===== config.mk =====
export PLATFORM = sky130hd
export DESIGN_NAME = mwo_regs
export DESIGN_NICKNAME = d
export VERILOG_FILES = /design/src/verilog/mwo_pkg.sv /design/src/verilog/mwo_regs.sv
export SDC_FILE = /design/constraint.sdc
export NUM_CORES = 1
export LEC_CHECK = 0
export ABC_AREA = 1
export BUFFER_PORTS_ARGS = -buffer_cell sky130_fd_sc_hd__buf_4
export CAP_MARGIN = 20
export CORE_MARGIN = 2
export CORE_UTILIZATION = 54
export CTS_CLUSTER_DIAMETER = 80
export DETAILED_ROUTE_END_ITERATION = 16
export PLACE_DENSITY = 0.84
export SLEW_MARGIN = 20
export SYNTH_ARGS = -nofsm -noshare
export SYNTH_HDL_FRONTEND = slang
export SYNTH_SLANG_ARGS = --single-unit

===== constraint.sdc =====
create_clock -name clock -period 3.61 [get_ports clock]
set_clock_uncertainty 0.15 [all_clocks]
set_input_delay 0.1805 -clock clock [delete_from_list [all_inputs] [get_ports clock]]
set_output_delay 0.1805 -clock clock [all_outputs]
set_load 0.005 [all_outputs]

===== src/verilog/mwo_pkg.sv =====
`default_nettype none
package mwo_pkg;
    // Socket and window counts
    localparam int NUM_SOCKETS = 2;
    localparam int NUM_WINDOWS = 5;
    // Register address width within one socket space
    localparam int ADDR_W = 12;
    // Socket select sits above the per-socket space
    localparam int SOCK_BIT = 12;
    // Register offsets: high byte per window, plus the window 4 low byte
    localparam logic [11:0] WIN0_UPPER_OFS = 12'h815;
    localparam logic [11:0] WIN1_UPPER_OFS = 12'h81D;
    localparam logic [11:0] WIN2_UPPER_OFS = 12'h825;
    localparam logic [11:0] WIN3_UPPER_OFS = 12'h82D;
    localparam logic [11:0] WIN4_LOWER_OFS = 12'h834;
    localparam logic [11:0] WIN4_UPPER_OFS = 12'h835;
    // Reset values
    localparam logic [7:0] UPPER_RESET = 8'h00;
    localparam logic [7:0] LOWER_RESET = 8'h00;
    // Field positions
    localparam int WP_BIT = 7;
    localparam int ATTR_BIT = 6;
    localparam int OFS_MSB = 5;

    // Per-window attributes handed to translation and cycle logic
    typedef struct packed {
        logic       window_write_protect;
        logic       attr_select;
        logic [5:0] offset_upper_bits;
    } mwo_win_s;
endpackage
`default_nettype wire


===== src/verilog/mwo_regs.sv =====
// The plain strobed port was left to the implementer.
`timescale 1ns/1ps
`default_nettype none
module mwo_regs (
    input  wire logic                   clock,
    input  wire logic                   sys_rst,
    input  wire logic [12:0]            reg_addr,
    input  wire logic [7:0]             reg_wdata,
    input  wire logic                   reg_wr,
    input  wire logic                   reg_rd,
    output logic      [7:0]             reg_rdata,
    input  wire logic [1:0]             acc_socket,
    input  wire logic [2:0]             acc_window,
    input  wire logic                   acc_write,
    output logic                        acc_write_blocked,
    output mwo_pkg::mwo_win_s [9:0]     win_cfg,
    output logic [15:0]                 win4_offset_lower
);
    // Upper offset register array, indexed socket*5+window
    // Socket A owns entries 0 to 4, socket B entries 5 to 9
    logic [7:0] upper_q [10];
    // Window 4 low-byte register per socket
    logic [7:0] lower_q [2];
    // Decoded window of the current address, 7 means none
    logic [2:0] hit_win;
    // Address names the window 4 low byte
    logic       hit_lower;
    // Socket named by the top address bit
    logic       sock;
    // Read value before the output register
    logic [7:0] rdata_d;

    // Socket select; offsets repeat identically in both halves
    assign sock = reg_addr[mwo_pkg::SOCK_BIT];

    // Address decode within the socket space
    // Only the low twelve bits take part, so both sockets share one decoder
    // Any offset outside the six mapped bytes falls to the default branch
    always_comb
    begin
        hit_win   = 3'h7;
        hit_lower = 1'b0;
        case (reg_addr[11:0])
            mwo_pkg::WIN0_UPPER_OFS: hit_win = 3'h0;
            mwo_pkg::WIN1_UPPER_OFS: hit_win = 3'h1;
            mwo_pkg::WIN2_UPPER_OFS: hit_win = 3'h2;
            mwo_pkg::WIN3_UPPER_OFS: hit_win = 3'h3;
            mwo_pkg::WIN4_UPPER_OFS: hit_win = 3'h4;
            mwo_pkg::WIN4_LOWER_OFS: hit_lower = 1'b1;
            default:                 hit_win = 3'h7;
        endcase
    end

    // One storage flop group per socket and window
    // Each entry has its own process, so a write can never spill into a neighbour
    // Reset wins over a write that falls in the same cycle
    // Only the window 4 low byte is kept; the other low bytes live elsewhere
    genvar gs, gw;
    generate
        for (gs = 0; gs < mwo_pkg::NUM_SOCKETS; gs++)
        begin : g_sock
            for (gw = 0; gw < mwo_pkg::NUM_WINDOWS; gw++)
            begin : g_win
                always_ff @(posedge clock)
                begin
                    if (sys_rst)
                        upper_q[gs*5+gw] <= mwo_pkg::UPPER_RESET;
                    else if (reg_wr && hit_win == 3'(gw) && sock == 1'(gs))
                        upper_q[gs*5+gw] <= reg_wdata;
                end
                // Field split for downstream logic
                assign win_cfg[gs*5+gw].window_write_protect =
                    upper_q[gs*5+gw][mwo_pkg::WP_BIT];
                assign win_cfg[gs*5+gw].attr_select =
                    upper_q[gs*5+gw][mwo_pkg::ATTR_BIT];
                assign win_cfg[gs*5+gw].offset_upper_bits =
                    upper_q[gs*5+gw][mwo_pkg::OFS_MSB:0];
            end
            // Window 4 low byte
            // Same write path as the high bytes, with its own decode hit
            always_ff @(posedge clock)
            begin
                if (sys_rst)
                    lower_q[gs] <= mwo_pkg::LOWER_RESET;
                else if (reg_wr && hit_lower && sock == 1'(gs))
                    lower_q[gs] <= reg_wdata;
            end
            assign win4_offset_lower[gs*8 +: 8] = lower_q[gs];
        end
    endgenerate

    // Read mux, unmapped addresses read zero
    // The index is formed only on a valid hit, so it stays within 0 to 9
    // Socket B entries sit five above their socket A twins
    always_comb
    begin
        rdata_d = 8'h00;
        if (hit_win != 3'h7)
            rdata_d = upper_q[(sock ? 5 : 0) + 32'(hit_win)];
        else if (hit_lower)
            rdata_d = lower_q[sock];
    end

    // Read data registered, valid the cycle after the strobe
    // Returning to zero between reads keeps a stale byte off the bus
    always_ff @(posedge clock)
    begin
        if (sys_rst)
            reg_rdata <= 8'h00;
        else if (reg_rd)
            reg_rdata <= rdata_d;
        else
            reg_rdata <= 8'h00;
    end

    // Write-cycle gate for the card access generator
    // Requests naming a socket or window that does not exist are never blocked
    // Kept combinational so the cycle generator sees the gate in the same cycle
    always_comb
    begin
        acc_write_blocked = 1'b0;
        if (acc_write && acc_socket < 2'h2 && acc_window < 3'h5)
            acc_write_blocked =
                upper_q[(acc_socket[0] ? 5 : 0) + 32'(acc_window)][mwo_pkg::WP_BIT];
    end

    // Checks on what this block drives, all sampled on the rising clock
    // Reset is the only disable; it is synchronous and level sensitive

    // Reset clears every window byte and the read port
    reset_clear_a: assert property (@(posedge clock)
        sys_rst
        |=> (win_cfg == '0 && win4_offset_lower == 16'h0000 && reg_rdata == 8'h00))
        else $error("registers not cleared by reset");

    // Write then read of window 0 returns the written byte
    write_read_a: assert property (@(posedge clock) disable iff (sys_rst)
        (reg_wr && reg_addr == {1'b0, mwo_pkg::WIN0_UPPER_OFS})
        ##1 (reg_rd && reg_addr == {1'b0, mwo_pkg::WIN0_UPPER_OFS})
        |=> reg_rdata == $past(reg_wdata, 2))
        else $error("window register readback mismatch");

    // Socket B untouched by a socket A write
    socket_isolation_a: assert property (@(posedge clock) disable iff (sys_rst)
        (reg_wr && !reg_addr[mwo_pkg::SOCK_BIT])
        |=> ($stable(win_cfg[9:5]) && $stable(win4_offset_lower[15:8])))
        else $error("other socket changed");

    // Socket A untouched by a socket B write
    socket_b_isolation_a: assert property (@(posedge clock) disable iff (sys_rst)
        (reg_wr && reg_addr[mwo_pkg::SOCK_BIT])
        |=> ($stable(win_cfg[4:0]) && $stable(win4_offset_lower[7:0])))
        else $error("socket A changed by a socket B write");

    // Unmapped writes leave every setting alone
    unmapped_write_a: assert property (@(posedge clock) disable iff (sys_rst)
        (reg_wr && hit_win == 3'h7 && !hit_lower)
        |=> ($stable(win_cfg) && $stable(win4_offset_lower)))
        else $error("unmapped write changed a setting");

    // Socket A window 3 gate follows its protect bit
    protect_block_a: assert property (@(posedge clock) disable iff (sys_rst)
        (acc_write && acc_socket == 2'h0 && acc_window == 3'h3)
        |-> acc_write_blocked == win_cfg[3].window_write_protect)
        else $error("window 3 gate differs from protect bit");

    // Socket B window 4 gate follows its protect bit
    protect_sock_b_a: assert property (@(posedge clock) disable iff (sys_rst)
        (acc_write && acc_socket == 2'h1 && acc_window == 3'h4)
        |-> acc_write_blocked == win_cfg[9].window_write_protect)
        else $error("socket B window 4 gate differs from protect bit");

    // No gate without a write request
    write_gate_a: assert property (@(posedge clock) disable iff (sys_rst)
        !acc_write
        |-> !acc_write_blocked)
        else $error("gate raised without a write request");

    // A socket or window that does not exist is never gated
    bad_target_a: assert property (@(posedge clock) disable iff (sys_rst)
        (acc_socket > 2'h1 || acc_window > 3'h4)
        |-> !acc_write_blocked)
        else $error("gate raised for a missing window");

    // Protect bit follows written bit 7
    protect_field_a: assert property (@(posedge clock) disable iff (sys_rst)
        (reg_wr && reg_addr == {1'b0, mwo_pkg::WIN2_UPPER_OFS})
        |=> win_cfg[2].window_write_protect == $past(reg_wdata[mwo_pkg::WP_BIT]))
        else $error("protect bit not loaded");

    // Offset field follows written low bits
    offset_field_a: assert property (@(posedge clock) disable iff (sys_rst)
        (reg_wr && reg_addr == {1'b1, mwo_pkg::WIN4_UPPER_OFS})
        |=> win_cfg[9].offset_upper_bits == $past(reg_wdata[mwo_pkg::OFS_MSB:0]))
        else $error("offset bits not loaded");

    // Attribute select follows bit 6
    attr_field_a: assert property (@(posedge clock) disable iff (sys_rst)
        (reg_wr && reg_addr == {1'b0, mwo_pkg::WIN1_UPPER_OFS})
        |=> win_cfg[1].attr_select == $past(reg_wdata[mwo_pkg::ATTR_BIT]))
        else $error("attribute select not loaded");

    // Window 4 low byte of socket B follows its write
    lower_load_a: assert property (@(posedge clock) disable iff (sys_rst)
        (reg_wr && reg_addr == {1'b1, mwo_pkg::WIN4_LOWER_OFS})
        |=> win4_offset_lower[15:8] == $past(reg_wdata))
        else $error("window 4 low byte not loaded");

    // Read data returns to zero when no read was taken
    rdata_idle_a: assert property (@(posedge clock) disable iff (sys_rst)
        !reg_rd
        |=> reg_rdata == 8'h00)
        else $error("read data not idle after a quiet cycle");

    // Unmapped reads return zero
    unmapped_read_a: assert property (@(posedge clock) disable iff (sys_rst)
        (reg_rd && hit_win == 3'h7 && !hit_lower)
        |=> reg_rdata == 8'h00)
        else $error("unmapped read returned data");
endmodule
`default_nettype wire

After elaboration in Yosys (flattened, before gate mapping)
Memory sizes are Yosys's and may differ from the RTL's.
Index checks and enable logic that the tools add are counted.
W data, S select, Z words.
{"block": "totals", "mem_bits_rw": 96, "mem_count": 2, "wordCells": 111, "regBits": 8, "input_bits": 31}
{"memory": "upper_q", "words": 10, "word_bits": 8, "read_ports": 12, "rd_ports_with_merged_regs": 0, "wr": 10, "line": "mwo_regs.sv:21", "source": "logic [7:0] upper_q [10];"}
{"memory": "lower_q", "words": 2, "word_bits": 8, "read_ports": 3, "rd_ports_with_merged_regs": 0, "wr": 2, "line": "mwo_regs.sv:23", "source": "logic [7:0] lower_q [2];"}
{"block": "op_classes", "eq_ne": 11, "order_cmp": 2, "muxes": 57, "n_reduce_logical": 22, "bitwise": 14, "n_addsub": 2}
{"op": "$mux W8", "count": 14}
{"op": "$eq A12 B12 Y1 const B", "count": 6}
{"op": "$mux W1", "count": 40}
{"op": "$logic_and A1 B1 Y1", "count": 20}
{"op": "$pmux W3 S5", "count": 1}
{"op": "$or A1 B1 Y1", "count": 12}
{"op": "$add A3 B3 Y4", "count": 2}
{"op": "$eq A3 B2 Y1 const B", "count": 2}
{"op": "$mux W3", "count": 2}
{"op": "$eq A3 B1 Y1 const B", "count": 1}
{"op": "$eq A3 B3 Y1 const B", "count": 1}
{"op": "$logic_not A3 Y1", "count": 1}
{"op": "$lt A3 B3 Y1 const B", "count": 1}
{"op": "$ne A3 B3 Y1 const B", "count": 1}
{"op": "$lt A2 B2 Y1 const B", "count": 1}
{"op": "$not A1 Y1", "count": 2}
{"op": "$reduce_or A2 Y1", "count": 1}

Depth between registers and ports, before layout
Gate-level depths: netlist of the first run.
{"block": "logic_depth", "word_depth": 9, "mapped_depth": 22, "depth_no_buf": 20}

Worst setup path before layout of the first run
OpenSTA, ideal clock, no wires.
{"block": "synth_timing", "path_type": "input to register", "start": "in reg_addr[10]", "end": "reg reg_rdata[1]", "setup_time_ns": 0.124, "t_required_ns": 3.336, "arrival_ns": 2.436, "cell_stages": 22, "slack_ns": 0.900, "path_buffers": 2, "cell_sequence": "inv_1 > nand2_2 > nor2_4 > nand2_1 > nand2_4 > nand2_8 > nand2_8 > nand2_4 > ha_1 > ha_1 > clkbuf_1 > inv_1 > clkbuf_1 > nor2_1 > o21ai_0 > nand2_1 > nand2_1 > nand2_1 > inv_1 > nand3_1 > nand3_1 > a21oi_1"}
{"block": "synth_between", "elab_chain_cells": 5, "elab_cells_between_ends": 13}
{"item": "start: declaration", "line": "mwo_regs.sv:7", "source": "input wire logic [12:0] reg_addr,"}
{"item": "$eq A12 B12 Y1", "line": "mwo_regs.sv:43", "source": "case (reg_addr[11:0])"}
{"item": "$pmux W3 S5", "line": "mwo_regs.sv:43"}
{"item": "$add A3 B3 Y4", "line": "mwo_regs.sv:99", "source": "rdata_d = upper_q[(sock ? 5 : 0) + 32'(hit_win)];"}
{"item": "$mem_v2 Z10 W8"}
{"item": "$mux W8 (*)", "line": "mwo_regs.sv:98", "source": "if (hit_win != 3'h7)"}
{"item": "end signal: assignment", "line": "mwo_regs.sv:111", "source": "reg_rdata <= rdata_d;"}
{"item": "end: declaration", "line": "mwo_regs.sv:11", "source": "output logic [7:0] reg_rdata,"}
Mark *: on every way between the ends. The rest lies on a longest branch, timed or not.
A chain may end at the register's enable or synchronous reset.

Worst setup path in the final report of the first run
{"block": "layout_timing", "start": "in reg_addr[3]", "end": "reg reg_rdata[4]"}
Same word-level chain as after synthesis.

==> flow_metrics.py, run 1 <==
metrics = {
    "outcome": {
        "status": "finished, final reports clean",
    },
    "logic_synthesis": {
        "ys_seq_elements": 104,
        "syn_avg_cell_area_sq_um": 9.57,
        "synth_seq_area_share_pct": 56.4,
        "dominantRegCellSynth": "edfxtp_1",
        "synth_area_sq_um": 5400,
        "synth_edf_count": 96,
        "yosysMostFrequentCell": "nor2_1",
        "synthDominantCellAreaShare_pct": 53.4,
        "syn_inst": 564,
        "synthTopCellsByArea": "edfxtp_1, nor2_1, nand2_1",
        "yosys_warnings": 0,
        "yosys-top-cells-count": "nor2_1, edfxtp_1, nand2_1, o21ai_0, inv_1",
        "synth.distinct_cells": 35,
        "async_flop_share_pct": 0,
        "syn_nets": 601,
        "yosysTopAreaCell": "edfxtp_1",
    },
    "route": {
        "via_per_inst": 5.64,
        "firstDrtPassIters": 5,
        "wirelength_mm": 15.3,
        "vias": 4712,
        "wl_per_cell_microns": 18.3,
        "post-route-drc-count": 0,
        "drtIter0Drc": 403,
        "final_antenna_net_count": 0,
    },
    "cts": {
        "cts_setup_buffers": 0,
        "clk_pin_slew_ns": 0.10,
        "post_cts_resized": 0,
        "root_buffer": "clkbuf_8",
        "cts.sink_count": 104,
        "ctsHoldBuffers": 0,
        "cts_tree": "built",
        "h-tree-depth": 3,
        "cts_buffers": 9,
        "clk_path_buf_depth": 2,
        "clkLatencyLatePin_ns": 0.38,
    },
    "setup_path": {
        "cp-end-kind": "register",
        "slowest_stage": "ha_1",
        "critPathBufInv": 4,
        "startpoint_type": "primary input",
        "critical-path-max-stage-delay_ns": 0.64,
        "critPathKind": "in2reg",
        "cp.required_ns": 3.76,
        "cpLargestDelayFamily": "simple AND/OR/NAND/NOR gates",
        "worstPathCellList": "buf_4, inv_1, nand2_1, nor2_2, nand2_1, nand2_4, nand2_8, nand2_8, nand2_4, ha_1, buf_4, nor2_1, nor2_1, o21ai_0, nand2_1, nand2_1, nand2_1, inv_1, nand3_1, nand3_1, a21oi_1",
        "arrival_ns": 2.97,
        "crit_fanout": 20,
        "path_common_cell": "nand2_1",
    },
    "timing": {
        "fin_crit_ns": 2.82,
        "relSlewSlack_pct": 42.5,
        "fmax_ghz": 0.354,
        "rsz0062_at_grt": "no",
        "setup_slack_ns": 0.789,
        "fin_tns_setup_ns": 0,
        "fin_crit_sh_pct": 78.1,
        "slew_violations": 0,
        "hold_viol": 0,
        "worst_slew_pin_slew_ns": 0.861,
        "finalSetupViolCount": 0,
    },
    "flow_run": {
        "maxCapViolations": 0,
    },
    "floorplanning": {
        "core_sq_um": 9730,
        "core.rowCount": 36,
        "dieHeight_microns": 104,
        "start_util_pct": 55.5,
        "pin_count": 136,
        "die-area_sq_um": 10800,
        "fp.dieW_microns": 104,
    },
    "grt": {
        "grt_pass1_vias": 4572,
        "antenna_found_initial": 0,
        "track_usage_pct": 28.4,
        "grt_pass1_wl_mm": 23.8,
        "grt-ovfl-total": 0,
        "grt_max_degree": 31,
    },
    "power": {
        "total_leakage_power_uw": 0.00288,
        "power_density_nw_per_um2": 383,
        "vdd_ir_drop_max_mv": 0.237,
    },
    "final_layout": {
        "multi_input_area_sq_um": 2010,
        "nets": 734,
        "finalCoreUtilization_pct": 69.4,
        "syn2layout_area_growth_pct": 25.0,
        "final-seq-area_sq_um": 3040,
        "drive_gt1_share_pct": 32.6,
        "diodes": 0,
        "fillers": 764,
    },
    "placed_design": {
        "io_buffers": 135,
        "place.gp.congestion": 0.910,
        "dp_slack_ns": 0.459,
        "post-dp-hpwl_mm": 11.1,
    },
    "min_path": {
        "hold_class": "in2reg",
    },
}
area by class of cell:
cell class	instances	area share, %
clock buffers	10	1.89
clock inverters	6	1.33
inverters	50	2.82
multi-input cells	382	29.7
flip-flops and latches	104	45.1
well taps	133	2.47
repair buffers	150	16.7
layer usage:
| metal | GRT usage (%) | wire length, microns |
|---|---|---|
| met5 | 0 | 0 |
| met4 | 13.7 | 598 |
| met3 | 4.14 | 1440 |
| met2 | 48.1 | 7570 |
| met1 | 35.9 | 5650 |
worst register-to-register path, stage by stage, from the launching register on:
cell and delay [ns]:
edfxtp_1 0.42, nor2_1 0.13, nor2_1 0.06, o21ai_0 0.13
nand2_1 0.10, nand2_1 0.08, nand2_1 0.05, inv_1 0.06
nand3_1 0.10, nand3_1 0.12, a21oi_1 0.06
stage by stage:
step	power [uW]	instance area, sq um	hold slack (ns)	cells
2_1_floorplan	1600	5400	0.258	564
3_3_place_gp	1780	6530	0.416	819
3_5_place_dp	1790	6530	0.418	819
4_1_cts	2570	6750	0.0711	835
5_1_grt	2650	6750	0.132	835
6_report	2580	6750	0.0797	835
placed cells by master (no fill, tap or decap), types with 11 or more instances in the layout:
cell type / count
nor2_1: 130
edfxtp_1: 96
nand2_1: 73
buf_4: 150
a21oi_1: 11
nor2_2: 34
nand3_1: 22
inv_1: 44
o21ai_0: 45
o211ai_1: 13
path summary, 6_finish.rpt:
kind / start / end / cells past startpoint / slack [ns]
hold reg to reg: lower_q[0][4] / reg_rdata[4] / 2 / 0.52
setup / recovery: reg_addr[3] / reg_rdata[4] / 21 / 0.79
setup reg to reg: upper_q[0][6] / reg_rdata[6] / 10 / 2.02
hold / removal: reg_rd / reg_rdata[3] / 3 / 0.08
sequential cells by signal, summed over array words and instances, names as in the netlist:
signal     flops
reg_rdata      8
lower_q       16
upper_q       80
logic make-up after synthesis:
family | after synthesis | share of synthesized area, %
mux | 7 | 1.30
fa+ha+maj | 6 | 1.39
flops | 104 | 56.4
xor+xnor | 2 | 0.325
compound gates | 71 | 7.28
buf+inv | 78 | 6.47
simple gates | 296 | 26.9
power by group:
| group | total [uW] | internal (uW) | switching, uW |
|---|---|---|---|
| Sequential | 1410 | 1370 | 41.9 |
| Clock | 810 | 395 | 415 |
| Combinational | 364 | 154 | 210 |
(Power assumes the default switching activity.)
==> run 2, diff against run 1 <==
--- a/config.mk
+++ b/config.mk
@@ -5,14 +5,14 @@
 export SDC_FILE = /design/constraint.sdc
 export NUM_CORES = 1
 export LEC_CHECK = 0
-export ABC_AREA = 1
+export ABC_AREA = 0
 export BUFFER_PORTS_ARGS = -buffer_cell sky130_fd_sc_hd__buf_4
 export CAP_MARGIN = 20
 export CORE_MARGIN = 2
-export CORE_UTILIZATION = 54
+export CORE_UTILIZATION = 53
 export CTS_CLUSTER_DIAMETER = 80
 export DETAILED_ROUTE_END_ITERATION = 16
-export PLACE_DENSITY = 0.84
+export PLACE_DENSITY = 0.83
 export SLEW_MARGIN = 20
 export SYNTH_ARGS = -nofsm -noshare
 export SYNTH_HDL_FRONTEND = slang
==> constraint.sdc (replaced) <==
create_clock -name clock -period 2.7 [get_ports clock]
set_clock_uncertainty 0.15 [all_clocks]
set_input_delay 0.135 -clock clock [delete_from_list [all_inputs] [get_ports clock]]
set_output_delay 0.135 -clock clock [all_outputs]
set_load 0.005 [all_outputs]
==> run 2 against run 1 <==
Compared with the run above:
- clock power grew 26%
- die area shrank 2.2%
- flip-flop and latch count is the same
- global-route usage grew 1.3 points
- core utilization shrank 0.16 points
- largest cell class unchanged
- non-clock buffer count grew 4
- critical path type unchanged
- sequential power grew 34%
- first-iteration DRC count grew 16%
- critical endpoint is now reg_rdata[0]
- register-to-register slack lost 0.98 ns
==> flow_metrics.py, run 2 <==
metrics = {
    "outcome": {
        "status": "finished, final reports clean",
    },
    "placed_design": {
        "place.gp.congestion": 1.01,
        "io_buffers": 135,
        "dpl-instance-area_sq_um": 6450,
        "post-dp-hpwl_mm": 11.6,
    },
    "grt": {
        "grt_pass1_wl_mm": 21.8,
        "track_usage_pct": 29.6,
        "grt_max_degree": 24,
        "antenna_found_initial": 0,
        "grt_pass1_vias": 3558,
        "grt-ovfl-total": 0,
    },
    "timing": {
        "rsz0062_at_grt": "no",
        "fmax_ghz": 0.397,
        "fin_crit_ns": 2.52,
        "worst_slew_pin_slew_ns": 0.811,
        "fin_crit_sh_pct": 93.2,
        "slew_violations": 0,
        "finalSetupViolCount": 0,
        "relSlewSlack_pct": 45.5,
        "hold_viol": 0,
    },
    "power": {
        "vdd_ir_drop_max_mv": 0.246,
        "switching_power_uw": 851,
        "power_density_nw_per_um2": 504,
        "p_int_uw": 2510,
        "swShare_pct": 25.3,
        "p_comb_share_pct": 13.4,
        "pwr-share-seq_pct": 56.3,
        "total_leakage_power_uw": 0.00260,
        "total_power_uw": 3360,
        "clockPowerShare_pct": 30.3,
    },
    "logic_synthesis": {
        "synth.distinct_cells": 43,
        "synthDominantCellAreaShare_pct": 55.7,
        "yosysTopAreaCell": "edfxtp_1",
        "ys_seq_elements": 104,
        "synth_edf_count": 96,
        "syn_inst": 356,
        "synth_seq_area_share_pct": 58.8,
        "yosys-top-cells-count": "and2_1, edfxtp_1, mux4_2, mux2i_1, clkbuf_1",
        "dominantRegCellSynth": "edfxtp_1",
        "synth_area_sq_um": 5170,
        "yosys_warnings": 0,
        "async_flop_share_pct": 0,
        "synthTopCellsByArea": "edfxtp_1, and2_1, mux4_2",
        "syn_avg_cell_area_sq_um": 14.5,
        "syn_nets": 393,
    },
    "route": {
        "final_antenna_net_count": 0,
        "vias": 3783,
        "post-route-drc-count": 0,
        "via_per_inst": 5.92,
        "m1WireLength_mm": 5.57,
        "wirelength_mm": 15.3,
        "drtIter0Drc": 466,
        "firstDrtPassIters": 5,
        "highest-signal-layer": "met4",
        "route.met3.wl_mm": 1.63,
        "dr_wl_met2_mm": 7.61,
        "wl_per_cell_microns": 23.9,
    },
    "setup_path": {
        "crit_start": "reg_addr[9]",
        "timing.reg2reg.setup_slack_ns": 1.04,
        "startpoint_type": "primary input",
        "setup.worst_path.end": "reg_rdata[0]",
        "reg2reg_depth": 3,
        "arrival_ns": 2.60,
        "cp.required_ns": 2.78,
        "cp-end-kind": "register",
        "reg2reg_from": "upper_q[2][0]",
        "crit_fanout": 10,
        "critPathKind": "in2reg",
        "timing.rr.end": "reg_rdata[0]",
    },
    "floorplanning": {
        "pin_count": 136,
        "core.rowCount": 36,
        "core_sq_um": 9640,
        "start_util_pct": 53.7,
        "die-area_sq_um": 10600,
        "dieHeight_microns": 103,
        "fp.dieW_microns": 103,
    },
    "final_layout": {
        "drive_gt1_share_pct": 44.3,
        "largest_reg_flops": 80,
        "reg.largest.list": "upper_q (80), lower_q (16), reg_rdata (8)",
        "regMostFlops": "upper_q",
        "diodes": 0,
        "design_area_sq_um": 6670,
        "syn2layout_area_growth_pct": 28.9,
        "nets": 538,
        "most-common-layout-cells": "buf_4, and2_1, edfxtp_1, mux4_2, mux2i_1",
        "fillers": 707,
        "final_common_cell": "buf_4",
    },
    "cts": {
        "cts_setup_buffers": 0,
        "post_cts_resized": 0,
        "cts.sink_count": 104,
        "h-tree-depth": 3,
        "cts_tree": "built",
        "clkLatencyLatePin_ns": 0.38,
        "cts_buffers": 9,
        "clk_pin_slew_ns": 0.11,
        "clk_path_buf_depth": 2,
        "root_buffer": "clkbuf_8",
    },
    "flow_run": {
        "maxCapViolations": 0,
    },
    "min_path": {
        "hold_class": "in2reg",
    },
}
run 2: changes by cell type in the layout (fill, tap and decap cells not counted), moves of 17 or more:
| cell | before | now |
|---|---|---|
| mux4_2 | 0 | 18 |
| nor2_1 | 130 | 5 |
| inv_1 | 44 | 4 |
| nand3_1 | 22 | 5 |
| nand2_1 | 73 | 10 |
| o21ai_0 | 45 | 1 |
| nor2_2 | 34 | 0 |
| and2_1 | 0 | 96 |
run 2: kinds of logic after synthesis:
| group | after synthesis | synth area share [%] |
|---|---|---|
| flops | 104 | 58.8 |
| simple gates | 148 | 20.2 |
| buf+inv | 24 | 1.93 |
| compound gates | 27 | 4.04 |
| fa+ha+maj | 6 | 1.45 |
| mux | 44 | 13.1 |
| xor+xnor | 3 | 0.508 |
run 2: how the worst min path moves through the flow:
| stage | from | to | slack (ns) | cells past startpoint |
|---|---|---|---|---|
| floorplan | reg_wdata[0] | lower_q[1][0] | 0.18 | 1 |
| global placement | reg_wdata[1] | upper_q[8][1] | 0.39 | 2 |
| detailed placement | reg_wdata[0] | upper_q[9][0] | 0.39 | 2 |
| CTS | reg_wdata[5] | upper_q[2][5] | 0.00003 | 2 |
| global route | reg_wdata[5] | upper_q[4][5] | 0.01 | 2 |
| finish | reg_wdata[2] | upper_q[6][2] | 0.02 | 2 |
run 2: cell type report:
| class | instances | area, sq um | share of cell area, % |
|---|---|---|---|
| clock buffers | 9 | 124 | 1.86 |
| clock inverters | 7 | 76.3 | 1.14 |
| inverters | 4 | 15.0 | 0.225 |
| multi-input cells | 228 | 2060 | 30.9 |
| flip-flops and latches | 104 | 3040 | 45.6 |
| well taps | 133 | 166 | 2.49 |
| repair buffers | 154 | 1190 | 17.8 |
run 2: metrics by stage:
step / TNS [ns] / hold slack, ns / cells / setup WS [ns] / utilization [%]
after floorplan: -0.400 / 0.183 / 356 / -0.0569 / -
after global placement: 0 / 0.391 / 621 / 0.0239 / 66.9
after detailed placement: -0.496 / 0.394 / 621 / -0.209 / 66.9
after CTS: 0 / 0.0000268 / 639 / 0.203 / 69.2
after global routing: 0 / 0.00985 / 639 / 0.0574 / 69.2
final: 0 / 0.0184 / 639 / 0.184 / 69.2
run 2: timing repair:
action                                  CTS  global route
endpoints found under the hold margin     7             0
endpoints found under the setup margin    0             0
hold buffers                              2             0
run 2: layer usage:
layer / up-vias / global-route usage, %
met3: 28 / 5.02
met1: 1872 / 39.7
met4: 0 / 11.6
met2: 256 / 48.9
met5: - / 0
li1: 1627 / -
run 2: critical path: stages:
cell and delay, ns:
buf_4 0.12, nor4b_4 0.31, nand2_2 0.13, nor3_2 0.19
o21ai_1 0.10, ha_2 0.21, ha_4 0.31, buf_12 0.15
mux4_2 0.52, mux2i_1 0.22, o221ai_1 0.20
run 2: power groups by stage:
| stage | Combinational [uW] | Sequential (uW) | Clock (uW) |
|---|---|---|---|
| floorplan | 206 | 1910 | 0 |
| global placement | 430 | 1930 | 0 |
| detailed placement | 445 | 1930 | 0 |
| CTS | 450 | 1890 | 1010 |
| global route | 479 | 1900 | 1070 |
| finish | 451 | 1890 | 1020 |
